<file path="src/hw/asecc_pkg.sv">
// package of pin timing constants for the memory access controller
package asecc_pkg;
    // clock period in picoseconds (100 MHz)
    localparam int unsigned CLK_PS = 10000;
    // times as printed, in their own units
    localparam int unsigned SUPPLY_SETTLE_WAIT_US = 100;
    localparam int unsigned ADDRESS_ACCESS_TIME_NS = 10;
    localparam int unsigned DESELECT_SLEEP_DELAY_NS = 10;
    localparam int unsigned WRITE_TO_HIGHZ_TIME_NS = 5;
    localparam int unsigned DATA_SETUP_TIME_NS = 5;
    // derived cycle counts; least times round up
    localparam int unsigned SETTLE_CYC = (SUPPLY_SETTLE_WAIT_US * 1000000 + CLK_PS - 1) / CLK_PS;
    localparam int unsigned ACCESS_CYC = (ADDRESS_ACCESS_TIME_NS * 1000 + CLK_PS - 1) / CLK_PS;
    localparam int unsigned SLEEP_CYC = (DESELECT_SLEEP_DELAY_NS * 1000 + CLK_PS - 1) / CLK_PS;
    localparam int unsigned WPULSE_CYC =
        ((WRITE_TO_HIGHZ_TIME_NS + DATA_SETUP_TIME_NS) * 1000 + CLK_PS - 1) / CLK_PS;
    // default widths
    localparam int unsigned ADDR_W = 21;
    localparam int unsigned DATA_W = 8;
    localparam int unsigned CNT_W = 16;
    // controller states
    typedef enum logic [2:0] {
        ASECC_WAIT = 3'b000,
        ASECC_IDLE = 3'b001,
        ASECC_RD = 3'b010,
        ASECC_WR = 3'b011,
        ASECC_WEND = 3'b100,
        ASECC_REST = 3'b101
    } asecc_state_t;
endpackage : asecc_pkg

</file>
<file path="src/hw/asecc_ctrl.sv">
// host-side controller driving the ecc static memory pins
`timescale 1ns/10ps
// Summary of operation
// [RULE1] memory selected only while active-low select low and active-high select high
// [RULE2] write starts when write strobe and combined select are both low
// [RULE3] write ends on first rising edge of strobe or select
// [RULE4] data setup and hold measured from the edge ending the write
// [RULE5] strobe-controlled write with gate low holds strobe for turn-off plus setup
// [RULE6] wait supply settle interval before first access
// [RULE7] error flag valid with read data within access time
// [RULE8] memory sleeps by itself after deselect within sleep delay
// [RULE9] error flag low on a clean read
// [RULE10] error flag high on a corrected read
// [RULE11] memory data lines float while deselected or gate high
// [RULE12] corrected data returned without automatic write back
module asecc_ctrl #(
    parameter int unsigned ADDR_W = asecc_pkg::ADDR_W,
    parameter int unsigned DATA_W = asecc_pkg::DATA_W,
    parameter int unsigned SETTLE_CYC = asecc_pkg::SETTLE_CYC
) (
    // clock and reset
    input wire logic clock,
    input wire logic rst_n,
    // user request
    input wire logic req_valid,
    input wire logic req_write,
    input wire logic [ADDR_W-1:0] req_addr,
    input wire logic [DATA_W-1:0] req_wdata,
    output logic req_ready,
    // user answer
    output logic rsp_valid,
    output logic [DATA_W-1:0] rsp_rdata,
    output logic rsp_corrected,
    output logic write_done,
    // memory pins
    output logic chip_select_active_low,
    output logic chip_select_active_high,
    output logic out_gate_n,
    output logic write_strobe_n,
    output logic [ADDR_W-1:0] mem_addr,
    output logic [DATA_W-1:0] mem_dq_o,
    output logic mem_dq_oe,
    input wire logic [DATA_W-1:0] mem_dq_i,
    input wire logic mem_err_i
);
    localparam logic [15:0] ACC_N = 16'(asecc_pkg::ACCESS_CYC);
    localparam logic [15:0] SLP_N = 16'(asecc_pkg::SLEEP_CYC);
    localparam logic [15:0] WP_N = 16'(asecc_pkg::WPULSE_CYC);
    localparam logic [31:0] SET_N = 32'(SETTLE_CYC);

    // synchronised read data and flag from the pins
    logic [DATA_W:0] pin_sync;
    asecc_sync #(.W(DATA_W + 1)) u_sync (
        .clock(clock),
        .rst_n(rst_n),
        .din({mem_err_i, mem_dq_i}),
        .dout(pin_sync)
    );

    asecc_pkg::asecc_state_t st_q, st_d;
    logic [31:0] cnt_q, cnt_d;
    logic req_ready_q, req_ready_d;
    logic rsp_valid_q, rsp_valid_d;
    logic [DATA_W-1:0] rdata_q, rdata_d;
    logic corr_q, corr_d;
    logic wdone_q, wdone_d;
    logic csl_q, csl_d, csh_q, csh_d, oe_n_q, oe_n_d, we_n_q, we_n_d;
    logic [ADDR_W-1:0] addr_q, addr_d;
    logic [DATA_W-1:0] dq_q, dq_d;
    logic dqoe_q, dqoe_d;

    // next-state logic; sync adds two cycles, so read waits access plus two
    always_comb begin
        st_d = st_q;
        cnt_d = cnt_q;
        req_ready_d = 1'b0;
        rsp_valid_d = 1'b0;
        rdata_d = rdata_q;
        corr_d = corr_q;
        wdone_d = 1'b0;
        csl_d = csl_q;
        csh_d = csh_q;
        oe_n_d = oe_n_q;
        we_n_d = we_n_q;
        addr_d = addr_q;
        dq_d = dq_q;
        dqoe_d = dqoe_q;
        unique case (st_q)
            asecc_pkg::ASECC_WAIT: begin
                // [RULE6] supply settle wait
                if (cnt_q >= SET_N - 32'h1) begin
                    st_d = asecc_pkg::ASECC_IDLE;
                    req_ready_d = 1'b1;
                end else begin
                    cnt_d = cnt_q + 32'h1;
                end
            end
            asecc_pkg::ASECC_IDLE: begin
                req_ready_d = 1'b1;
                if (req_valid && req_ready_q) begin
                    req_ready_d = 1'b0;
                    addr_d = req_addr;
                    cnt_d = 32'h0;
                    // [RULE1] select both chip selects
                    csl_d = 1'b0;
                    csh_d = 1'b1;
                    if (req_write) begin
                        // [RULE2] strobe and select low together
                        st_d = asecc_pkg::ASECC_WR;
                        we_n_d = 1'b0;
                        oe_n_d = 1'b1;
                        dq_d = req_wdata;
                        dqoe_d = 1'b1;
                    end else begin
                        st_d = asecc_pkg::ASECC_RD;
                        oe_n_d = 1'b0;
                    end
                end
            end
            asecc_pkg::ASECC_RD: begin
                // [RULE7] sample data and flag after access time
                if (cnt_q >= 32'(ACC_N) + 32'h2) begin
                    rdata_d = pin_sync[DATA_W-1:0];
                    corr_d = pin_sync[DATA_W];
                    rsp_valid_d = 1'b1;
                    oe_n_d = 1'b1;
                    csl_d = 1'b1;
                    csh_d = 1'b0;
                    cnt_d = 32'h0;
                    st_d = asecc_pkg::ASECC_REST;
                end else begin
                    cnt_d = cnt_q + 32'h1;
                end
            end
            asecc_pkg::ASECC_WR: begin
                // [RULE5] strobe width covers turn-off plus setup
                if (cnt_q >= 32'(WP_N) - 32'h1) begin
                    // [RULE3] strobe rise ends the write
                    we_n_d = 1'b1;
                    st_d = asecc_pkg::ASECC_WEND;
                end else begin
                    cnt_d = cnt_q + 32'h1;
                end
            end
            asecc_pkg::ASECC_WEND: begin
                // [RULE4] data held one cycle past the ending edge
                csl_d = 1'b1;
                csh_d = 1'b0;
                dqoe_d = 1'b0;
                wdone_d = 1'b1;
                cnt_d = 32'h0;
                st_d = asecc_pkg::ASECC_REST;
            end
            asecc_pkg::ASECC_REST: begin
                // [RULE8] deselected idle gap lets the memory sleep
                if (cnt_q >= 32'(SLP_N) - 32'h1) begin
                    st_d = asecc_pkg::ASECC_IDLE;
                    req_ready_d = 1'b1;
                end else begin
                    cnt_d = cnt_q + 32'h1;
                end
            end
            default: begin
                st_d = asecc_pkg::ASECC_WAIT;
            end
        endcase
    end

    // registers; pins reset deselected with the bus released
    always_ff @(posedge clock) begin
        if (!rst_n) begin
            st_q <= asecc_pkg::ASECC_WAIT;
            cnt_q <= 32'h0;
            req_ready_q <= 1'b0;
            rsp_valid_q <= 1'b0;
            rdata_q <= '0;
            corr_q <= 1'b0;
            wdone_q <= 1'b0;
            csl_q <= 1'b1;
            csh_q <= 1'b0;
            oe_n_q <= 1'b1;
            we_n_q <= 1'b1;
            addr_q <= '0;
            dq_q <= '0;
            dqoe_q <= 1'b0;
        end else begin
            st_q <= st_d;
            cnt_q <= cnt_d;
            req_ready_q <= req_ready_d;
            rsp_valid_q <= rsp_valid_d;
            rdata_q <= rdata_d;
            corr_q <= corr_d;
            wdone_q <= wdone_d;
            csl_q <= csl_d;
            csh_q <= csh_d;
            oe_n_q <= oe_n_d;
            we_n_q <= we_n_d;
            addr_q <= addr_d;
            dq_q <= dq_d;
            dqoe_q <= dqoe_d;
        end
    end

    // outputs straight from flip-flops
    assign req_ready = req_ready_q;
    assign rsp_valid = rsp_valid_q;
    assign rsp_rdata = rdata_q;
    assign rsp_corrected = corr_q;
    assign write_done = wdone_q;
    assign chip_select_active_low = csl_q;
    assign chip_select_active_high = csh_q;
    assign out_gate_n = oe_n_q;
    assign write_strobe_n = we_n_q;
    assign mem_addr = addr_q;
    assign mem_dq_o = dq_q;
    assign mem_dq_oe = dqoe_q;

    // helper counting cycles of a low strobe
    logic [15:0] wlow_q;
    always_ff @(posedge clock) begin
        if (!rst_n || we_n_q) wlow_q <= 16'h0;
        else wlow_q <= wlow_q + 16'h1;
    end

    property p_no_early_access;
        @(posedge clock) disable iff (!rst_n)
        (st_q == asecc_pkg::ASECC_WAIT) |-> (csl_q && !csh_q);
    endproperty
    a_no_early_access: assert property (p_no_early_access) // [RULE6]
        else $error("memory selected during settle wait");

    property p_strobe_needs_select;
        @(posedge clock) disable iff (!rst_n)
        !we_n_q |-> (!csl_q && csh_q && oe_n_q);
    endproperty
    a_strobe_needs_select: assert property (p_strobe_needs_select) // [RULE2]
        else $error("write strobe low without select");

    property p_strobe_width;
        @(posedge clock) disable iff (!rst_n)
        $rose(we_n_q) |-> ($past(wlow_q) == WP_N - 16'h1);
    endproperty
    a_strobe_width: assert property (p_strobe_width) // [RULE5]
        else $error("write strobe width wrong");

    property p_data_held_past_end;
        @(posedge clock) disable iff (!rst_n)
        $rose(we_n_q) |-> dqoe_q && $stable(dq_q);
    endproperty
    a_data_held_past_end: assert property (p_data_held_past_end) // [RULE4]
        else $error("write data not held at write end");

    property p_write_ends_strobe_first;
        @(posedge clock) disable iff (!rst_n)
        $rose(we_n_q) |=> (csl_q && !csh_q && !dqoe_q && wdone_q);
    endproperty
    a_write_ends_strobe_first: assert property (p_write_ends_strobe_first) // [RULE3]
        else $error("write not closed after strobe rise");

    property p_read_sample_time;
        @(posedge clock) disable iff (!rst_n)
        $fell(oe_n_q) |-> !rsp_valid_q [*4] ##1 rsp_valid_q;
    endproperty
    a_read_sample_time: assert property (p_read_sample_time) // [RULE7]
        else $error("read answer out of window");

    property p_flag_follows_pin;
        @(posedge clock) disable iff (!rst_n)
        rsp_valid_q |-> (rsp_corrected == $past(pin_sync[DATA_W]));
    endproperty
    a_flag_follows_pin: assert property (p_flag_follows_pin) // [RULE10]
        else $error("corrected flag not taken from pin");

    property p_no_write_back;
        @(posedge clock) disable iff (!rst_n)
        rsp_valid_q |-> ##1 we_n_q [*3];
    endproperty
    a_no_write_back: assert property (p_no_write_back) // [RULE12]
        else $error("write after read");

    property p_no_drive_while_reading;
        @(posedge clock) disable iff (!rst_n)
        !oe_n_q |-> !dqoe_q;
    endproperty
    a_no_drive_while_reading: assert property (p_no_drive_while_reading) // [RULE11]
        else $error("bus fight with memory output");

    property p_rest_gap;
        @(posedge clock) disable iff (!rst_n)
        $rose(csl_q) |-> csl_q [*1] ##0 !req_ready_q;
    endproperty
    a_rest_gap: assert property (p_rest_gap) // [RULE8]
        else $error("no deselect gap");

    c_read: cover property (@(posedge clock) rsp_valid_q && !corr_q);
    c_read_corr: cover property (@(posedge clock) rsp_valid_q && corr_q);
    c_write: cover property (@(posedge clock) wdone_q);
endmodule : asecc_ctrl

</file>
<file path="src/hw/asecc_sync.sv">
// two flip-flop synchroniser for pin inputs
`timescale 1ns/10ps
module asecc_sync #(
    parameter int unsigned W = 1
) (
    // clock and reset
    input wire logic clock,
    input wire logic rst_n,
    // async in, synced out
    input wire logic [W-1:0] din,
    output logic [W-1:0] dout
);
    logic [W-1:0] s1_q;
    logic [W-1:0] s2_q;
    logic [W-1:0] s1_d;
    logic [W-1:0] s2_d;

    // first stage feeds only the second stage
    always_comb begin
        s1_d = din;
        s2_d = s1_q;
    end

    always_ff @(posedge clock) begin
        if (!rst_n) begin
            s1_q <= '0;
            s2_q <= '0;
        end else begin
            s1_q <= s1_d;
            s2_q <= s2_d;
        end
    end

    assign dout = s2_q;
endmodule : asecc_sync

</file>
<file path="config.mk">
export PLATFORM = sky130hd
export DESIGN_NAME = asecc_ctrl
export DESIGN_NICKNAME = d
export VERILOG_FILES = /design/src/hw/asecc_pkg.sv /design/src/hw/asecc_ctrl.sv /design/src/hw/asecc_sync.sv
export SDC_FILE = /design/constraint.sdc
export NUM_CORES = 1
export LEC_CHECK = 0
export BUFFER_PORTS_ARGS = -buffer_cell sky130_fd_sc_hd__buf_2
export CELL_PAD_IN_SITES_DETAIL_PLACEMENT = 1
export CELL_PAD_IN_SITES_GLOBAL_PLACEMENT = 1
export CORE_MARGIN = 1.5
export CORE_UTILIZATION = 43
export CTS_CLUSTER_SIZE = 25
export DETAILED_ROUTE_END_ITERATION = 8
export PLACE_DENSITY_LB_ADDON = 0.1
export SLEW_MARGIN = 10
export SYNTH_ARGS = -nofsm -noshare
export SYNTH_HDL_FRONTEND = slang
export SYNTH_SLANG_ARGS = --single-unit
</file>
<file path="constraint.sdc">
create_clock -name clock -period 6.6 [get_ports clock]
set_input_delay 0.33 -clock clock [delete_from_list [all_inputs] [get_ports clock]]
set_output_delay 0.33 -clock clock [all_outputs]
set_load 0.01 [all_outputs]
</file>
After elaboration in Yosys (flattened, before gate mapping)
Index checks and enable logic that the tools add are counted.
- $add $sub $neg: 1
- magnitude comparators: 3
- equality and inequality tests: 13
- mux-type cells: 34
- reductions and logical operators: 18
- operator list (cell ; number):
    32-bit one-hot mux with 5 select lines ; 1
    32-bit two-way mux ; 4
    32-bit by 1-bit adder with 32-bit output (second input constant) ; 1
    32-bit by 1-bit greater-or-equal comparator with 1-bit output (second input constant) ; 1
    32-bit by 14-bit greater-or-equal comparator with 1-bit output (second input constant) ; 1
    32-bit by 2-bit greater-or-equal comparator with 1-bit output (second input constant) ; 1
    3-bit one-hot mux with 6 select lines ; 1
    1-bit two-way mux ; 17
    2-bit != test (second input constant) ; 8
    3-bit two-way mux ; 5
    3-bit AND reduction ; 4
    1-bit one-hot mux with 3 select lines ; 3
    4-bit AND reduction ; 2
    3-bit by 2-bit equality test with 1-bit output (second input constant) ; 2
    3-bit equality test (second input constant) ; 2
    1-bit one-hot mux with 2 select lines ; 3
    2-bit AND reduction ; 3
    2-bit nonzero test ; 3
    5-bit AND reduction ; 1
    5-bit nonzero test ; 1
    3-bit by 1-bit equality test with 1-bit output (second input constant) ; 1
    3-bit logical NOT ; 1
    3-bit nonzero test ; 1
    2-bit OR reduction ; 1
    1-bit logical AND ; 1
- flip-flop bits (word level): 99
- output and inout port bits: 46
- logic and storage cells: 85

Depth between registers and ports, before layout
- depth after elaboration: 4
- depth in mapped cells: 8
- depth with buffers taken out: 6

Cells and area by module
A second synthesis with hierarchy kept.
- cells, all modules: 427
- area, all modules: 3838.7 um2
- modules (own cells, without submodules) (module ; instances ; cells each ; area an instance (um2) ; seq. area each (um2)):
    asecc_ctrl ; 1 ; 390 ; 3337.0 ; 1621.6
    asecc_sync ; 1 ; 37 ; 501.7 ; 360.3

Worst setup path after synthesis
OpenSTA, ideal clock, no wires.
- path kind: reg2reg
- start: register cnt_q[0]
- end: register cnt_q[24]
- library setup time: 115 ps
- arrival time: 1965 ps
- path slack: 4521 ps
- stages on the path, launching flop included: 9
- path buffers: 2
- path through: dfxtp_1 > ha_1 > nand3_1 > a2111oi_2 > o41a_1 > buf_2 > buf_2 > nor3_1 > o21a_1
- word-level cells in the longest chain between the ends: 3
- elaborated cells between the ends (all ways): 11
- RTL lines (element ; RTL line ; RTL):
    from (decl) ; asecc_ctrl.sv:61 ; logic [31:0] cnt_q, cnt_d;
    from (signal assigned) ; asecc_ctrl.sv:188 ; cnt_q <= cnt_d;
    32-bit by 1-bit adder with 32-bit output (tied with other cells) ; -- ;
    32-bit two-way mux (tied with other cells) ; asecc_ctrl.sv:137, asecc_ctrl.sv:156 ;
    32-bit one-hot mux with 5 select lines / 4-bit AND reduction (equally long branches) ; -- ;
Several ways; a longest one is shown, not always the timed one. The select of a mux whose other input is x is not followed.
A chain may end at the register's enable or synchronous reset.

Final worst setup path
- start: register st_q[2]
- end: register cnt_q[19]
- word-level cells in the longest chain between the ends: 4
- elaborated cells between the ends (all ways): 13
- RTL lines (element ; RTL line ; RTL):
    from (decl) ; asecc_ctrl.sv:60 ; asecc_pkg::asecc_state_t st_q, st_d;
    from (signal assigned) ; asecc_ctrl.sv:172 ; st_q <= asecc_pkg::ASECC_WAIT;
    from (signal assigned) ; asecc_ctrl.sv:187 ; st_q <= st_d;
    3-bit equality test / 3-bit by 2-bit equality test with 1-bit output (equally long branches) ; asecc_ctrl.sv:88 ; unique case (st_q)
    2-bit OR reduction (no line) ; -- ;
    5-bit nonzero test (no line) / 2-bit != test (equally long branches) ; -- ;
    4-bit AND reduction (no line) ; -- ;
Several ways; a longest one is shown, not always the timed one.

==> run metrics <==
initial drt markers roughly 120; DP Area 4290 sq um; RSZ-0062 raised after global routing false; IO Count between 80 and 90; Critical Path RT 6820 ps; GR Util All Layers 20.3%; mapped cell area roughly 3800 sq um; Post-synth EDFFs 0; top post-synthesis cells by area dfxtp_1, nand2_1, a21oi_1; pre-CTS setup slack 3800 ps; minimum clock period 2750 ps; status complete, no violations; reg2reg path depth 4; Fin Setup TNS 0 ps; Sw Pwr approximately 0.00025 W; Cell variety after synth 43; Residual DRC 0; design area 4500 sq um; clock root buffer clkbuf_8; placed cell count 594; cell-internal power 0.000805 W; H-tree levels 3; Seq/Total Area, Yosys 52.2%; CTS buffer count 9; Worst Hold Endpoint u_sync.s1_q[4]; PnR worst setup slack 3850 ps; FF-to-FF End cnt_q[19]; CTS max path bufs 2; sequential power share 57.6%; Hold Fails Final Rpt 0; HP Class in2reg; vias per cell 5.28; Area growth, synth to finish 18.4%; Static Leakage 1.87 nW; CTS tree yes; Slew headroom 26.1%; # Max-Cap Violations 0; Reg2Reg Launch Point st_q[2]; Net Count, Synth 466; nets@finish 540; Worst R2R Setup Slack 3850 ps; CTS sink count 99; First-pass DRT Iterations 4; pin count of the biggest net entering global routing 48; fmax 0.363 GHz; Die Ht between 90 and 100 um; hold path cells 2; initial antenna violation count 0; switching part of the total power 23.6%; crit path max fanout 13; CTS resizes 0; share of Yosys cell area claimed by the top area cell type 52.2%; routed wire length 9240 um; leading area contributor after synthesis dfxtp_1; share of cells above drive strength 1 about 22%; port bufs 87; synthesized area per cell 8.98 sq um; hold_sp mem_dq_i[4]; first-pass GRT wire length 15500 um; Core Region 8640 sq um; CP peak stage delay 920 ps; Starting Density 44.0%; Post-CTS Setup Inserts 0; Crit. End Element register; Logic pwr share 3.1%; commonest non-fill, non-tap cell in the layout dfxtp_1; via count 3222; n_diodes 0; Setup Viol. Count Final 0; critical path class reg2reg; vias in the first global route 3214; Post-synth ARST share 0%; clk_skew around 11 ps; Ys Warns 0; leading cell types in the layout, fill and taps excluded dfxtp_1, buf_2, nand2_1; Crit path arrival time around 3000 ps; Worst-path clk slew 110 ps; Yosys reg bits 99; Post-DP HPWL 6440 um; CP Launch Type register; Clk pwr share between 30% and 40%; WL/cell 15.1 um; final worst-path cycle share 41.7%; Hold-fix buffers, CTS 0; Worst Max-Slew Pin Slew about 1100 ps; GR Overflow Total 0; Peak VDD IR 0.103 mV; final cell count without fillers 610; Most used DFF post-synth dfxtp_1; Worst path top cell family by delay compound AO/OA/AOI/OAI gates; power per cell area between 200 and 250 nW/um^2; CP max stage cell o21ai_1; Final Power 0.00105 W; worst path buffer plus inverter count 0; Antenna Nets Post-Route 0; die area around 9400 sq um; die width 97.0 um; Placer Congestion 0.770; Post-Syn Instances roughly 420; worst path cell trace o31ai_1 -> nand2b_1 -> o21ai_1 -> nor2_1; cell row count 34; max-slew violations 0; clk_lat worst skew around 370 ps
-- cells in the mapped netlist, types with 2 or more instances --
library cell  instances
inv_1                 6
o211ai_1              4
or4_1                 7
o31a_1                2
nand3_1               9
buf_2                 4
nand2b_1              3
nor4_2                3
a21oi_1              45
mux2i_1              11
dfxtp_1              99
clkbuf_1             21
o41ai_1               2
o21ai_0               7
nand2_1              73
or3_1                 4
nor3_1               10
and2_1               35
o21a_1                5
a211o_1               2
nor2_1               20
o31ai_1               8
and3_1                4
o2111ai_1             2
nor4_1                7
nand4_1               8
and4_1                6
-- metrics by stage --
stage               hold WS, ps  utilization, %
floorplan                   412               -
global placement            414            49.6
detailed placement          420            49.6
CTS                         140            52.1
global route                132            52.1
finish                      158            52.1
-- logic make-up after synthesis --
kind of cell | count (synthesis) | synth area share, %
flip-flops | 99 | 52.2
AO/OA/AOI/OAI | 84 | 13.8
AND/OR/NAND/NOR | 195 | 27.2
buffers and inverters | 32 | 3.29
multiplexers | 11 | 2.90
XOR/XNOR | 1 | 0.231
adder cells (fa/ha/maj) | 1 | 0.329
-- cell type report --
class / instances / area (sq um)
tap: 108 / 135
timing repair buffer: 89 / 450
fill: 1067 / 4140
clock inverter: 7 / 87.6
inverter: 6 / 22.5
multi-input combinational: 292 / 1700
sequential: 99 / 1980
clock buffer: 9 / 124
-- sequential cells by signal, summed over array words and instances (netlist names) --
| signal | flops |
|---|---|
| chip_select_active_high | 1 |
| out_gate_n | 1 |
| chip_select_active_low | 1 |
| write_strobe_n | 1 |
| rsp_corrected | 1 |
| cnt_q | 32 |
| req_ready | 1 |
| rsp_valid | 1 |
| mem_addr | 21 |
| rsp_rdata | 8 |
| u_sync.dout | 9 |
| st_q | 3 |
| mem_dq_o | 8 |
| write_done | 1 |
| mem_dq_oe | 1 |
| u_sync.s1_q | 9 |
-- how the worst max path moves through the flow --
stage	startpoint	depth (start not counted)	slack [ps]	endpoint
floorplan	cnt_q[0]	8	4520	cnt_q[24]
global placement	req_valid	6	3890	cnt_q[5]
detailed placement	st_q[2]	5	3800	cnt_q[17]
CTS	st_q[2]	5	3770	cnt_q[29]
global route	st_q[2]	5	3490	cnt_q[29]
finish	st_q[2]	4	3850	cnt_q[19]
-- worst reg2reg max path, stage by stage, from the launching register on --
cell	delay (ps)
dfxtp_1	440
o31ai_1	910
nand2b_1	240
o21ai_1	920
nor2_1	100
-- metal layers --
layer	wire, um	part of all wire [%]	vias to the layer above	GRT usage (%)
met2	4380	47	58	34.0
met3	324	3.5	13	4.19
met1	4370	47	1520	25.4
met4	160	1.7	0	8.47
met5	0	0	-	0
li1	-	-	1631	-
-- power by group through the flow --
stage	Sequential, W	Clock [W]	Combinational, W
after floorplan	0.000619	0	0.0000169
after global placement	0.000621	0	0.0000322
after detailed placement	0.000621	0	0.0000328
after CTS	0.000607	0.000430	0.0000331
after global routing	0.000608	0.000453	0.0000370
final	0.000607	0.000414	0.0000327
(Power assumes the default switching activity.)
